[config.mk]
export PLATFORM = sky130hd
export DESIGN_NAME = psp_loader
export DESIGN_NICKNAME = d
export VERILOG_FILES = /design/src/common/psp_pkg.sv /design/src/logic/psp_loader.sv
export SDC_FILE = /design/constraint.sdc
export NUM_CORES = 1
export LEC_CHECK = 0
export BUFFER_PORTS_ARGS = -buffer_cell sky130_fd_sc_hd__buf_4
export CAP_MARGIN = 20
export CORE_UTILIZATION = 57
export CTS_CLUSTER_SIZE = 14
export DETAILED_ROUTE_END_ITERATION = 6
export PLACE_DENSITY = 0.85
export SLEW_MARGIN = 10
export SYNTH_ARGS = -nofsm -noshare
export SYNTH_HDL_FRONTEND = slang
export SYNTH_SLANG_ARGS = --single-unit
[constraint.sdc]
create_clock -name clk -period 19.8 [get_ports clk]
set_input_delay 3.96 -clock clk [delete_from_list [all_inputs] [get_ports clk]]
set_output_delay 3.96 -clock clk [all_outputs]
set_load 0.03 [all_outputs]
[src/common/psp_pkg.sv]
/*
 * Shared constants for the configuration loader: scan instruction codes,
 * register lengths and the power-up reset timing.
 * Assumes a single 25 MHz system clock samples the scan pins.
 */
package psp_pkg;
    // Instruction register length and codes
    localparam int          IR_LEN        = 8;
    localparam logic [7:0]  OP_EXTEST     = 8'h00;
    localparam logic [7:0]  OP_SAMPLE     = 8'h01;
    localparam logic [7:0]  OP_IDCODE     = 8'h16;
    localparam logic [7:0]  OP_SCAN_USER_CODE   = 8'h17;
    localparam logic [7:0]  OP_PROG_EN    = 8'h15;
    localparam logic [7:0]  OP_ERASE      = 8'h03;
    localparam logic [7:0]  OP_PROGRAM    = 8'h07;
    localparam logic [7:0]  OP_READ       = 8'h0A;
    localparam logic [7:0]  OP_SECURE     = 8'h09;
    localparam logic [7:0]  OP_PROG_UC    = 8'h1A;
    localparam logic [7:0]  OP_PROG_DIS   = 8'h1E;
    localparam logic [7:0]  OP_BYPASS     = 8'hFF;
    // Capture pattern of the instruction register
    localparam logic [7:0]  IR_CAPTURE    = 8'h1D;
    // Register widths
    localparam int          SIG_LEN       = 32;
    localparam int          CFG_LEN       = 64;
    localparam int          BSR_LEN       = 16;
    // Power-up reset time in ns and derived cycles
    localparam int          CLK_NS        = 40;
    localparam int          T_POR_NS      = 1000;
    localparam int          POR_CYC       = (T_POR_NS + CLK_NS - 1) / CLK_NS;
    // Arbitrary neutral identity value
    localparam logic [31:0] IDCODE_VAL    = 32'h0000_1001;
endpackage

[src/logic/psp_loader.sv]
/*
 * Scan port with boundary cells, in-system programming of a configuration
 * array, security lock with erase-only clear, user signature and power-up
 * reset. Assumes tck/tms/tdi arrive asynchronously and are sampled by clk;
 * the nonvolatile cells sit outside and are loaded through nv_* ports.
 */
// How it works
// - Standard scan state machine drives the port
// - Boundary cells capture pins, apply shifted data
// - Programming instructions ride the same scan port
// - Enable, erase, program, read, disable sequence
// - Lock set makes readback shift zeros
// - Lock set blocks program and verify
// - Only full erase clears lock bit
// - Power-up holds registers low for reset time
// - Pull-ups enabled until configuration active
// - User signature readable regardless of lock
`timescale 1ns/1ps
module psp_loader #(
    parameter int CFG_W = psp_pkg::CFG_LEN,   // Configuration array bits
    parameter int BSR_W = psp_pkg::BSR_LEN    // Boundary cells
) (
    // Clock and reset
    input  wire logic             clk,
    input  wire logic             rst,
    // Scan port pins
    input  wire logic             tck,
    input  wire logic             tms,
    input  wire logic             tdi,
    output logic                  tdo,
    output logic                  tdo_oe,
    // Boundary pins
    input  wire logic [BSR_W-1:0] pin_in,
    output logic [BSR_W-1:0]      pin_test_out,
    output logic                  pin_test_en,
    // Power-up and pin structure
    output logic                  por_busy,
    output logic                  pull_up_en,
    output logic                  reg_q_clr,
    // Nonvolatile image
    input  wire logic             nv_lock,
    input  wire logic [31:0]      nv_sig,
    input  wire logic [CFG_W-1:0] nv_cfg,
    output logic                  nv_wr,
    output logic                  nv_lock_nxt,
    output logic [31:0]           nv_sig_nxt,
    output logic [CFG_W-1:0]      nv_cfg_nxt,
    // Active configuration and lock copy
    output logic [CFG_W-1:0]      cfg_out,
    output logic                  lock_out
);
    // Widths the shift path and its 6-bit length field can serve
    if (CFG_W < 8 || CFG_W > 64 || BSR_W < 1 || BSR_W > 32)
        $error("psp_loader: unsupported widths");

    // Scan controller states, Gray along the usual path
    typedef enum logic [3:0] {
        S_RESET = 4'h0, S_IDLE = 4'h1, S_SELDR = 4'h3, S_CAPDR = 4'h2,
        S_SHDR  = 4'h6, S_EX1DR = 4'h7, S_PAUDR = 4'h5, S_EX2DR = 4'h4,
        S_UPDR  = 4'hC, S_SELIR = 4'hD, S_CAPIR = 4'hF, S_SHIR = 4'hE,
        S_EX1IR = 4'hA, S_PAUIR = 4'hB, S_EX2IR = 4'h9, S_UPIR = 4'h8
    } psp_state_t;

    // Pin synchronisers
    logic [2:0] s1_r, s2_r;           // First and second stages
    logic       tck_d_r;              // Previous tck for edge find
    always_ff @(posedge clk or posedge rst)
        if (rst)
        begin
            s1_r    <= 3'h0;
            s2_r    <= 3'h0;
            tck_d_r <= 1'b0;
        end
        else
        begin
            s1_r    <= {tck, tms, tdi};
            s2_r    <= s1_r;
            tck_d_r <= s2_r[2];
        end
    logic rise, fall;                 // tck edges
    assign rise = s2_r[2] & ~tck_d_r;
    assign fall = ~s2_r[2] & tck_d_r;
    logic tms_s, tdi_s;               // Synchronised pins
    assign tms_s = s2_r[1];
    assign tdi_s = s2_r[0];

    // Power-up reset counter
    logic [$clog2(psp_pkg::POR_CYC+1)-1:0] por_cnt_r;
    always_ff @(posedge clk or posedge rst)
        if (rst)
            por_cnt_r <= '0;
        else if (por_cnt_r != ($bits(por_cnt_r))'(psp_pkg::POR_CYC))
            por_cnt_r <= por_cnt_r + 1'b1;
    logic por_done;
    assign por_done = (por_cnt_r == ($bits(por_cnt_r))'(psp_pkg::POR_CYC));

    // Power-up outputs: registers cleared, pull-ups on until active
    always_ff @(posedge clk or posedge rst)
        if (rst)
        begin
            por_busy   <= 1'b1;
            reg_q_clr  <= 1'b1;
            pull_up_en <= 1'b1;
        end
        else
        begin
            por_busy   <= ~por_done;
            reg_q_clr  <= ~por_done;
            pull_up_en <= ~por_done;
        end

    // Scan controller, stepped on tck rise
    psp_state_t st_r, st_nxt;
    always_comb
        case (st_r)
            S_RESET: st_nxt = tms_s ? S_RESET : S_IDLE;
            S_IDLE:  st_nxt = tms_s ? S_SELDR : S_IDLE;
            S_SELDR: st_nxt = tms_s ? S_SELIR : S_CAPDR;
            S_CAPDR: st_nxt = tms_s ? S_EX1DR : S_SHDR;
            S_SHDR:  st_nxt = tms_s ? S_EX1DR : S_SHDR;
            S_EX1DR: st_nxt = tms_s ? S_UPDR  : S_PAUDR;
            S_PAUDR: st_nxt = tms_s ? S_EX2DR : S_PAUDR;
            S_EX2DR: st_nxt = tms_s ? S_UPDR  : S_SHDR;
            S_UPDR:  st_nxt = tms_s ? S_SELDR : S_IDLE;
            S_SELIR: st_nxt = tms_s ? S_RESET : S_CAPIR;
            S_CAPIR: st_nxt = tms_s ? S_EX1IR : S_SHIR;
            S_SHIR:  st_nxt = tms_s ? S_EX1IR : S_SHIR;
            S_EX1IR: st_nxt = tms_s ? S_UPIR  : S_PAUIR;
            S_PAUIR: st_nxt = tms_s ? S_EX2IR : S_PAUIR;
            S_EX2IR: st_nxt = tms_s ? S_UPIR  : S_SHIR;
            S_UPIR:  st_nxt = tms_s ? S_SELDR : S_IDLE;
            default: st_nxt = S_RESET;
        endcase
    always_ff @(posedge clk or posedge rst)
        if (rst)
            st_r <= S_RESET;
        else if (!por_done)
            st_r <= S_RESET;
        else if (rise)
            st_r <= st_nxt;

    // Instruction register
    logic [7:0] ir_sh_r, ir_r;
    always_ff @(posedge clk or posedge rst)
        if (rst)
        begin
            ir_sh_r <= 8'h00;
            ir_r    <= psp_pkg::OP_IDCODE;
        end
        else if (st_r == S_RESET)
            ir_r <= psp_pkg::OP_IDCODE;
        else if (rise)
            case (st_r)
                S_CAPIR: ir_sh_r <= psp_pkg::IR_CAPTURE;
                S_SHIR:  ir_sh_r <= {tdi_s, ir_sh_r[7:1]};
                default: ir_sh_r <= ir_sh_r;
            endcase
        else if (fall && st_r == S_UPIR)
            ir_r <= ir_sh_r;

    // Programming mode flag
    logic prog_r;
    always_ff @(posedge clk or posedge rst)
        if (rst)
            prog_r <= 1'b0;
        else if (st_r == S_RESET)
            prog_r <= 1'b0;
        else if (fall && st_r == S_UPIR && ir_sh_r == psp_pkg::OP_PROG_EN)
            prog_r <= 1'b1;
        else if (fall && st_r == S_UPIR && ir_sh_r == psp_pkg::OP_PROG_DIS)
            prog_r <= 1'b0;

    // Data shift register, widest path sized
    localparam int DW = (CFG_W > 32) ? CFG_W : 32;
    logic [DW-1:0] dr_r;
    logic [5:0]    dlen;              // Last bit index of selected path
    always_comb
        case (ir_r)
            psp_pkg::OP_EXTEST, psp_pkg::OP_SAMPLE: dlen = 6'(BSR_W-1);
            psp_pkg::OP_IDCODE, psp_pkg::OP_SCAN_USER_CODE,
            psp_pkg::OP_PROG_UC:                    dlen = 6'd31;
            psp_pkg::OP_PROGRAM, psp_pkg::OP_READ:  dlen = 6'(CFG_W-1);
            default:                                dlen = 6'd0;
        endcase

    // Capture value for the selected path
    logic [DW-1:0] cap;
    always_comb
    begin
        cap = '0;
        case (ir_r)
            psp_pkg::OP_EXTEST, psp_pkg::OP_SAMPLE: cap[BSR_W-1:0] = pin_in;
            psp_pkg::OP_IDCODE:   cap[31:0] = psp_pkg::IDCODE_VAL;
            psp_pkg::OP_SCAN_USER_CODE: cap[31:0] = nv_sig;
            psp_pkg::OP_READ:
                if (prog_r && !nv_lock)
                    cap[CFG_W-1:0] = nv_cfg;
            default:              cap = '0;
        endcase
    end

    always_ff @(posedge clk or posedge rst)
        if (rst)
            dr_r <= '0;
        else if (rise && st_r == S_CAPDR)
            dr_r <= cap;
        else if (rise && st_r == S_SHDR)
        begin
            dr_r       <= dr_r >> 1;
            dr_r[dlen] <= tdi_s;
        end

    // Boundary output cells, driven under extest
    always_ff @(posedge clk or posedge rst)
        if (rst)
        begin
            pin_test_out <= '0;
            pin_test_en  <= 1'b0;
        end
        else
        begin
            pin_test_en <= (ir_r == psp_pkg::OP_EXTEST);
            if (fall && st_r == S_UPDR && ir_r == psp_pkg::OP_EXTEST)
                pin_test_out <= dr_r[BSR_W-1:0];
        end

    // Nonvolatile updates: erase, program, secure, signature
    always_ff @(posedge clk or posedge rst)
        if (rst)
        begin
            nv_wr       <= 1'b0;
            nv_lock_nxt <= 1'b0;
            nv_sig_nxt  <= '0;
            nv_cfg_nxt  <= '0;
        end
        else
        begin
            nv_wr       <= 1'b0;
            nv_lock_nxt <= nv_lock;
            nv_sig_nxt  <= nv_sig;
            nv_cfg_nxt  <= nv_cfg;
            if (fall && prog_r && st_r == S_UPDR)
                case (ir_r)
                    psp_pkg::OP_ERASE:
                    begin
                        nv_wr       <= 1'b1;
                        nv_lock_nxt <= 1'b0;
                        nv_cfg_nxt  <= '0;
                        nv_sig_nxt  <= '0;
                    end
                    psp_pkg::OP_PROGRAM:
                        if (!nv_lock)
                        begin
                            nv_wr      <= 1'b1;
                            nv_cfg_nxt <= dr_r[CFG_W-1:0];
                        end
                    psp_pkg::OP_SECURE:
                    begin
                        nv_wr       <= 1'b1;
                        nv_lock_nxt <= 1'b1;
                    end
                    psp_pkg::OP_PROG_UC:
                    begin
                        nv_wr      <= 1'b1;
                        nv_sig_nxt <= dr_r[31:0];
                    end
                    default:
                        nv_wr <= 1'b0;
                endcase
        end

    // Active image every clk, test data out on tck fall
    always_ff @(posedge clk or posedge rst)
        if (rst)
        begin
            cfg_out  <= '0;
            lock_out <= 1'b0;
            tdo      <= 1'b0;
            tdo_oe   <= 1'b0;
        end
        else
        begin
            cfg_out  <= por_done ? nv_cfg : '0;
            lock_out <= nv_lock;
            if (fall)
            begin
                tdo_oe <= (st_r == S_SHDR) || (st_r == S_SHIR);
                tdo    <= (st_r == S_SHIR) ? ir_sh_r[0] : dr_r[0];
            end
        end
endmodule

Word level (Yosys, flattened, before mapping)
Index checks and enable logic that the tools add are counted.

Flip-flop bits (word level): 280. Bits in latches: 0. Bits in writable memories: 0. Memory bits (read-only): 0. Input port bits: 118. Output and inout bits: 185. Logic and storage cells: 130. Memories: 0.

Add/sub/neg operators: 1. $mul: 0. Divide/modulo/power cells: 0. Order comparisons: 2. Equality and inequality tests: 29. Shift-type cells: 0. Multiplexer cells: 44. Bitwise logic cells: 6. Reduce and logical (&&, ||, !) cells: 28.

Operators with widths (count): $mux 64 (6); $pmux 64 s2 (1); $bwmux 64 (1); $mux 32 (2); $pmux 16 s4 (1); $pmux 32 s2 (1); $pmux 4 s12 (1); $eq 8x5->1 const B (5); $eq 4x4->1 const B (8); $pmux 16 s2 (1); $mux 4 (6); $mux 8 (3); $pmux 6 s3 (1); $eq 4x3->1 const B (4); $eq 8x4->1 const B (2); $pmux 8 s2 (1); $logic_and 1x1->1 (11); $mux 1 (11); $reduce_or 3->1 (3); $eq 4x2->1 const B (2); $eq 8x1->1 const B (1); $eq 8x2->1 const B (1); $eq 8x3->1 const B (1); $logic_not 8->1 (1); other kinds (22) (35).

Logic depth before layout (Yosys ltp)
Word-level depth: 10. Gate-level depth with buffers: 8. Depth with buffers taken out: 6.

Worst setup path after synthesis
No wires, ideal clock.

Path kind: input port to flip-flop. Start: input port nv_lock. End: register dr_r[21]. Setup time: 77 ps. Arrival time: 4930 ps. Required time: 19723 ps. Setup slack: 14792 ps. Stages on the path: 6. Buffers on the path: 1. Cell sequence: and3b_1 > nand3_1 > nor2_2 > buf_2 > a21oi_1 > a21oi_1.

Longest elaborated chain between the ends: 5.

RTL lines: start: declaration (line psp_loader.sv:41) `input wire logic nv_lock,`; $logic_not 1->1; $logic_and 1x1->1 (line psp_loader.sv:196) `if (prog_r && !nv_lock)`; $mux 64 (line psp_loader.sv:196); $pmux 16 s2 (line psp_loader.sv:191) `case (ir_r)`; $mux 64 (line psp_loader.sv:205) `else if (rise && st_r == S_CAPDR)`; end signal: assignment (line psp_loader.sv:206) `dr_r <= cap;`; end signal: assignment (line psp_loader.sv:209) `dr_r <= dr_r >> 1;`; end signal: indexed assignment (line psp_loader.sv:210) `dr_r[dlen] <= tdi_s;`; end: declaration (line psp_loader.sv:175) `logic [DW-1:0] dr_r;`.

No other way between the ends. A chain may end at the register's enable or synchronous reset.

Worst setup path in the final report
Start: input port nv_lock. End: register nv_cfg_nxt[62].

Longest elaborated chain between the ends: 3.

RTL lines: $mux 64 (line psp_loader.sv:252) `if (!nv_lock)`; $pmux 64 s2 (line psp_loader.sv:243) `case (ir_r)`; $mux 64 (line psp_loader.sv:242) `if (fall && prog_r && st_r == S_UPDR)`; end signal: assignment (line psp_loader.sv:241) `nv_cfg_nxt <= nv_cfg;`; end signal: assignment (line psp_loader.sv:255) `nv_cfg_nxt <= dr_r[CFG_W-1:0];`; end: declaration (line psp_loader.sv:47) `output logic [CFG_W-1:0] nv_cfg_nxt,`.

No other way between the ends.

==> metrics.txt <==
Core ar. 19500 sq um; Pwr Density 112 nW/um^2; WL final 31700 microns; CP Launch Type primary input; RSZ-0062 raised after global routing no; count leader, synth dfrtp_1; Nets 1358; Synth Instances 974; total number of vias 9226; Clock Skews 12.6 ps; Final ANT Viol Nets 0; DR DRC count 0; Yosys Warn Count 0; first-pass detailed-route iteration total 5; Worst-Margin Slew 1080 ps; Clk pin slew, worst setup/hold paths 60 ps; fmax 187 MHz; Worst path max stage delay 590 ps; # H-tree levels 1; Layout area overhead 29.1%; final hold violations 0; antenna diode count 0; DR iter-0 viols 801; Post-synth top cells 276 x dfrtp_1, 122 x nor2_1, 101 x a22o_1, 85 x a21oi_1, 66 x and2_1; VDD IR-drop max 89.4 uV; setup ws final 14450 ps; io pins 303; setup tns final 0 ps; register area share after synthesis 61.6%; CTS buffer count 27; CTS root buffer clkbuf_16; number of flops mapped to enable cells by yosys 0; TritonCTS sink count 280; clk_lat worst skew 550 ps; crit path cell chain buf_4 -> a21oi_1 -> nand3_2 -> buf_4 -> a22o_1; Slew headroom 28.1%; Worst setup EP type flip-flop; gr ovfl total 0; chip width 143 microns; crit path kind primary input to flip-flop; post-synthesis area per instance 11.7 sq um; Final period util 27.0%; detailed placement HPWL 20600 microns; main flop type after synthesis dfrtp_1; unique cell type count in the Yosys netlist 56; Yosys reg bits 280; Via-to-Cell Ratio 6.06; Placer Congestion 0.850; worst hold path class flip-flop to flip-flop; Total GRT Usage 30.6%; share of cells above drive strength 1 32.0%; Yosys top cell area share 60.7%; CTS tree built; Worst Path Arrival 5770 ps; asr flop ratio synth 100%; Site Rows 51; Period minus WS final 5350 ps; setup repair bufs after CTS 0; status completed; first-pass GRT wire length 48400 microns; CP required 20220 ps; antenna violations before repair 0; pre-CTS WS 13960 ps; post-cts resize count 0; post-synth top area cell dfrtp_1; most frequent CP cell buf_4; leakage power 0.00680 uW; Die ar. 20500 sq um; hold_buf cts 0; vias in the first global route 8865; Port Buffer Count 302; largest net degree at the start of global routing 119; largest cells by area after synthesis dfrtp_1 61%, a22o_1 7.8%, nor2_1 4.0%; Post-Syn Area 11400 sq um; Syn Nets 1094; CP Max Fanout 39; Starting Density 58.3%; crit path max-delay cell type nand3_2; CTS Buffer Depth 3; Die Ht 143 microns; Final Max Tran Viols 0; MaxCap Viol Count 0; # setup viols final 0; WL per Instance 20.8 microns
==> worst max-delay path: cells and delay by family <==
kind / cells / cell delay (ps)
buffers and inverters: 2 / 670
AND/OR/NAND/NOR: 1 / 590
AO/OA/AOI/OAI: 2 / 510
==> logic make-up after synthesis <==
| family | Yosys count | share of synthesized area [%] |
|---|---|---|
| buf+inv | 85 | 3.55 |
| flops | 280 | 61.6 |
| compound gates | 285 | 18.3 |
| xor+xnor | 4 | 0.308 |
| simple gates | 295 | 13.8 |
| mux | 23 | 2.21 |
| fa+ha+maj | 2 | 0.220 |
==> flip-flops by register name, indices dropped and copies added (netlist names) <==
name          flops
prog_r            1
tdo               1
por_cnt_r         5
nv_lock_nxt       1
s2_r              3
tck_d_r           1
nv_wr             1
cfg_out          64
ir_r              8
s1_r              3
dr_r             64
ir_sh_r           8
nv_cfg_nxt       64
lock_out          1
pin_test_out     16
reg_q_clr         1
pin_test_en       1
tdo_oe            1
nv_sig_nxt       32
st_r              4
==> report_power, final <==
| group | leakage (uW) | switching (uW) | internal (uW) | total [uW] |
|---|---|---|---|---|
| clock network | 0.000466 | 218 | 320 | 538 |
| logic | 0.00300 | 169 | 131 | 300 |
| registers | 0.00334 | 140 | 664 | 804 |
| total | 0.00680 | 527 | 1120 | 1640 |
==> layout by cell type, fill, tap and decap left out, drive strengths merged, types with 12 or more instances in the layout <==
| cell | netlist | layout |
|---|---|---|
| nor2 | 124 | 124 |
| and2 | 66 | 66 |
| o21ai | 12 | 12 |
| o22ai | 12 | 12 |
| mux2 | 17 | 17 |
| buf | 27 | 314 |
| nand2 | 32 | 32 |
| a32oi | 15 | 15 |
| a22o | 101 | 101 |
| clkbuf | 52 | 38 |
| a221oi | 35 | 35 |
| a21oi | 85 | 85 |
| dfrtp | 276 | 276 |
| nor3b | 18 | 18 |
==> area by class of cell <==
type                       instances  area (sq um)
sequential                       280          7020
fill                            1283          4820
multi-input combinational        609          3990
timing repair buffer             314          2390
clock buffer                      38           797
tap                              265           332
clock inverter                    11           150
inverter                           6          30.0
==> worst paths after layout <==
path	from	end	slack, ps	depth (start not counted)
worst max-delay path	nv_lock	nv_cfg_nxt[62]	14450	5
worst min-delay path	s1_r[1]	s2_r[1]	350	0
worst max register to register	st_r[2]	nv_cfg_nxt[62]	16170	6
worst min register to register	s1_r[1]	s2_r[1]	350	0
max in group asynchronous	rst	st_r[2]	14680	3
min in group asynchronous	rst	cfg_out[22]	3570	2
==> layer usage <==
| metal | wire length [microns] | GRT usage (%) | vias to the layer above |
|---|---|---|---|
| met5 | 0 | 0 | - |
| met1 | 12000 | 39.7 | 4620 |
| li1 | - | - | 4035 |
| met4 | 1380 | 12.8 | 0 |
| met3 | 2320 | 5.06 | 93 |
| met2 | 16000 | 51.5 | 478 |
==> through the flow <==
stage	total power (uW)	instances	instance area (sq um)	hold slack (ps)	util (%)
2_1_floorplan	984	974	11400	331	-
3_3_place_gp	1090	1472	13700	333	70.2
3_5_place_dp	1110	1472	13700	335	70.2
4_1_cts	1640	1521	14700	349	75.0
5_1_grt	1710	1523	14700	374	75.3
6_report	1640	1523	14700	348	75.3
Power figures use the tool's default switching activity.
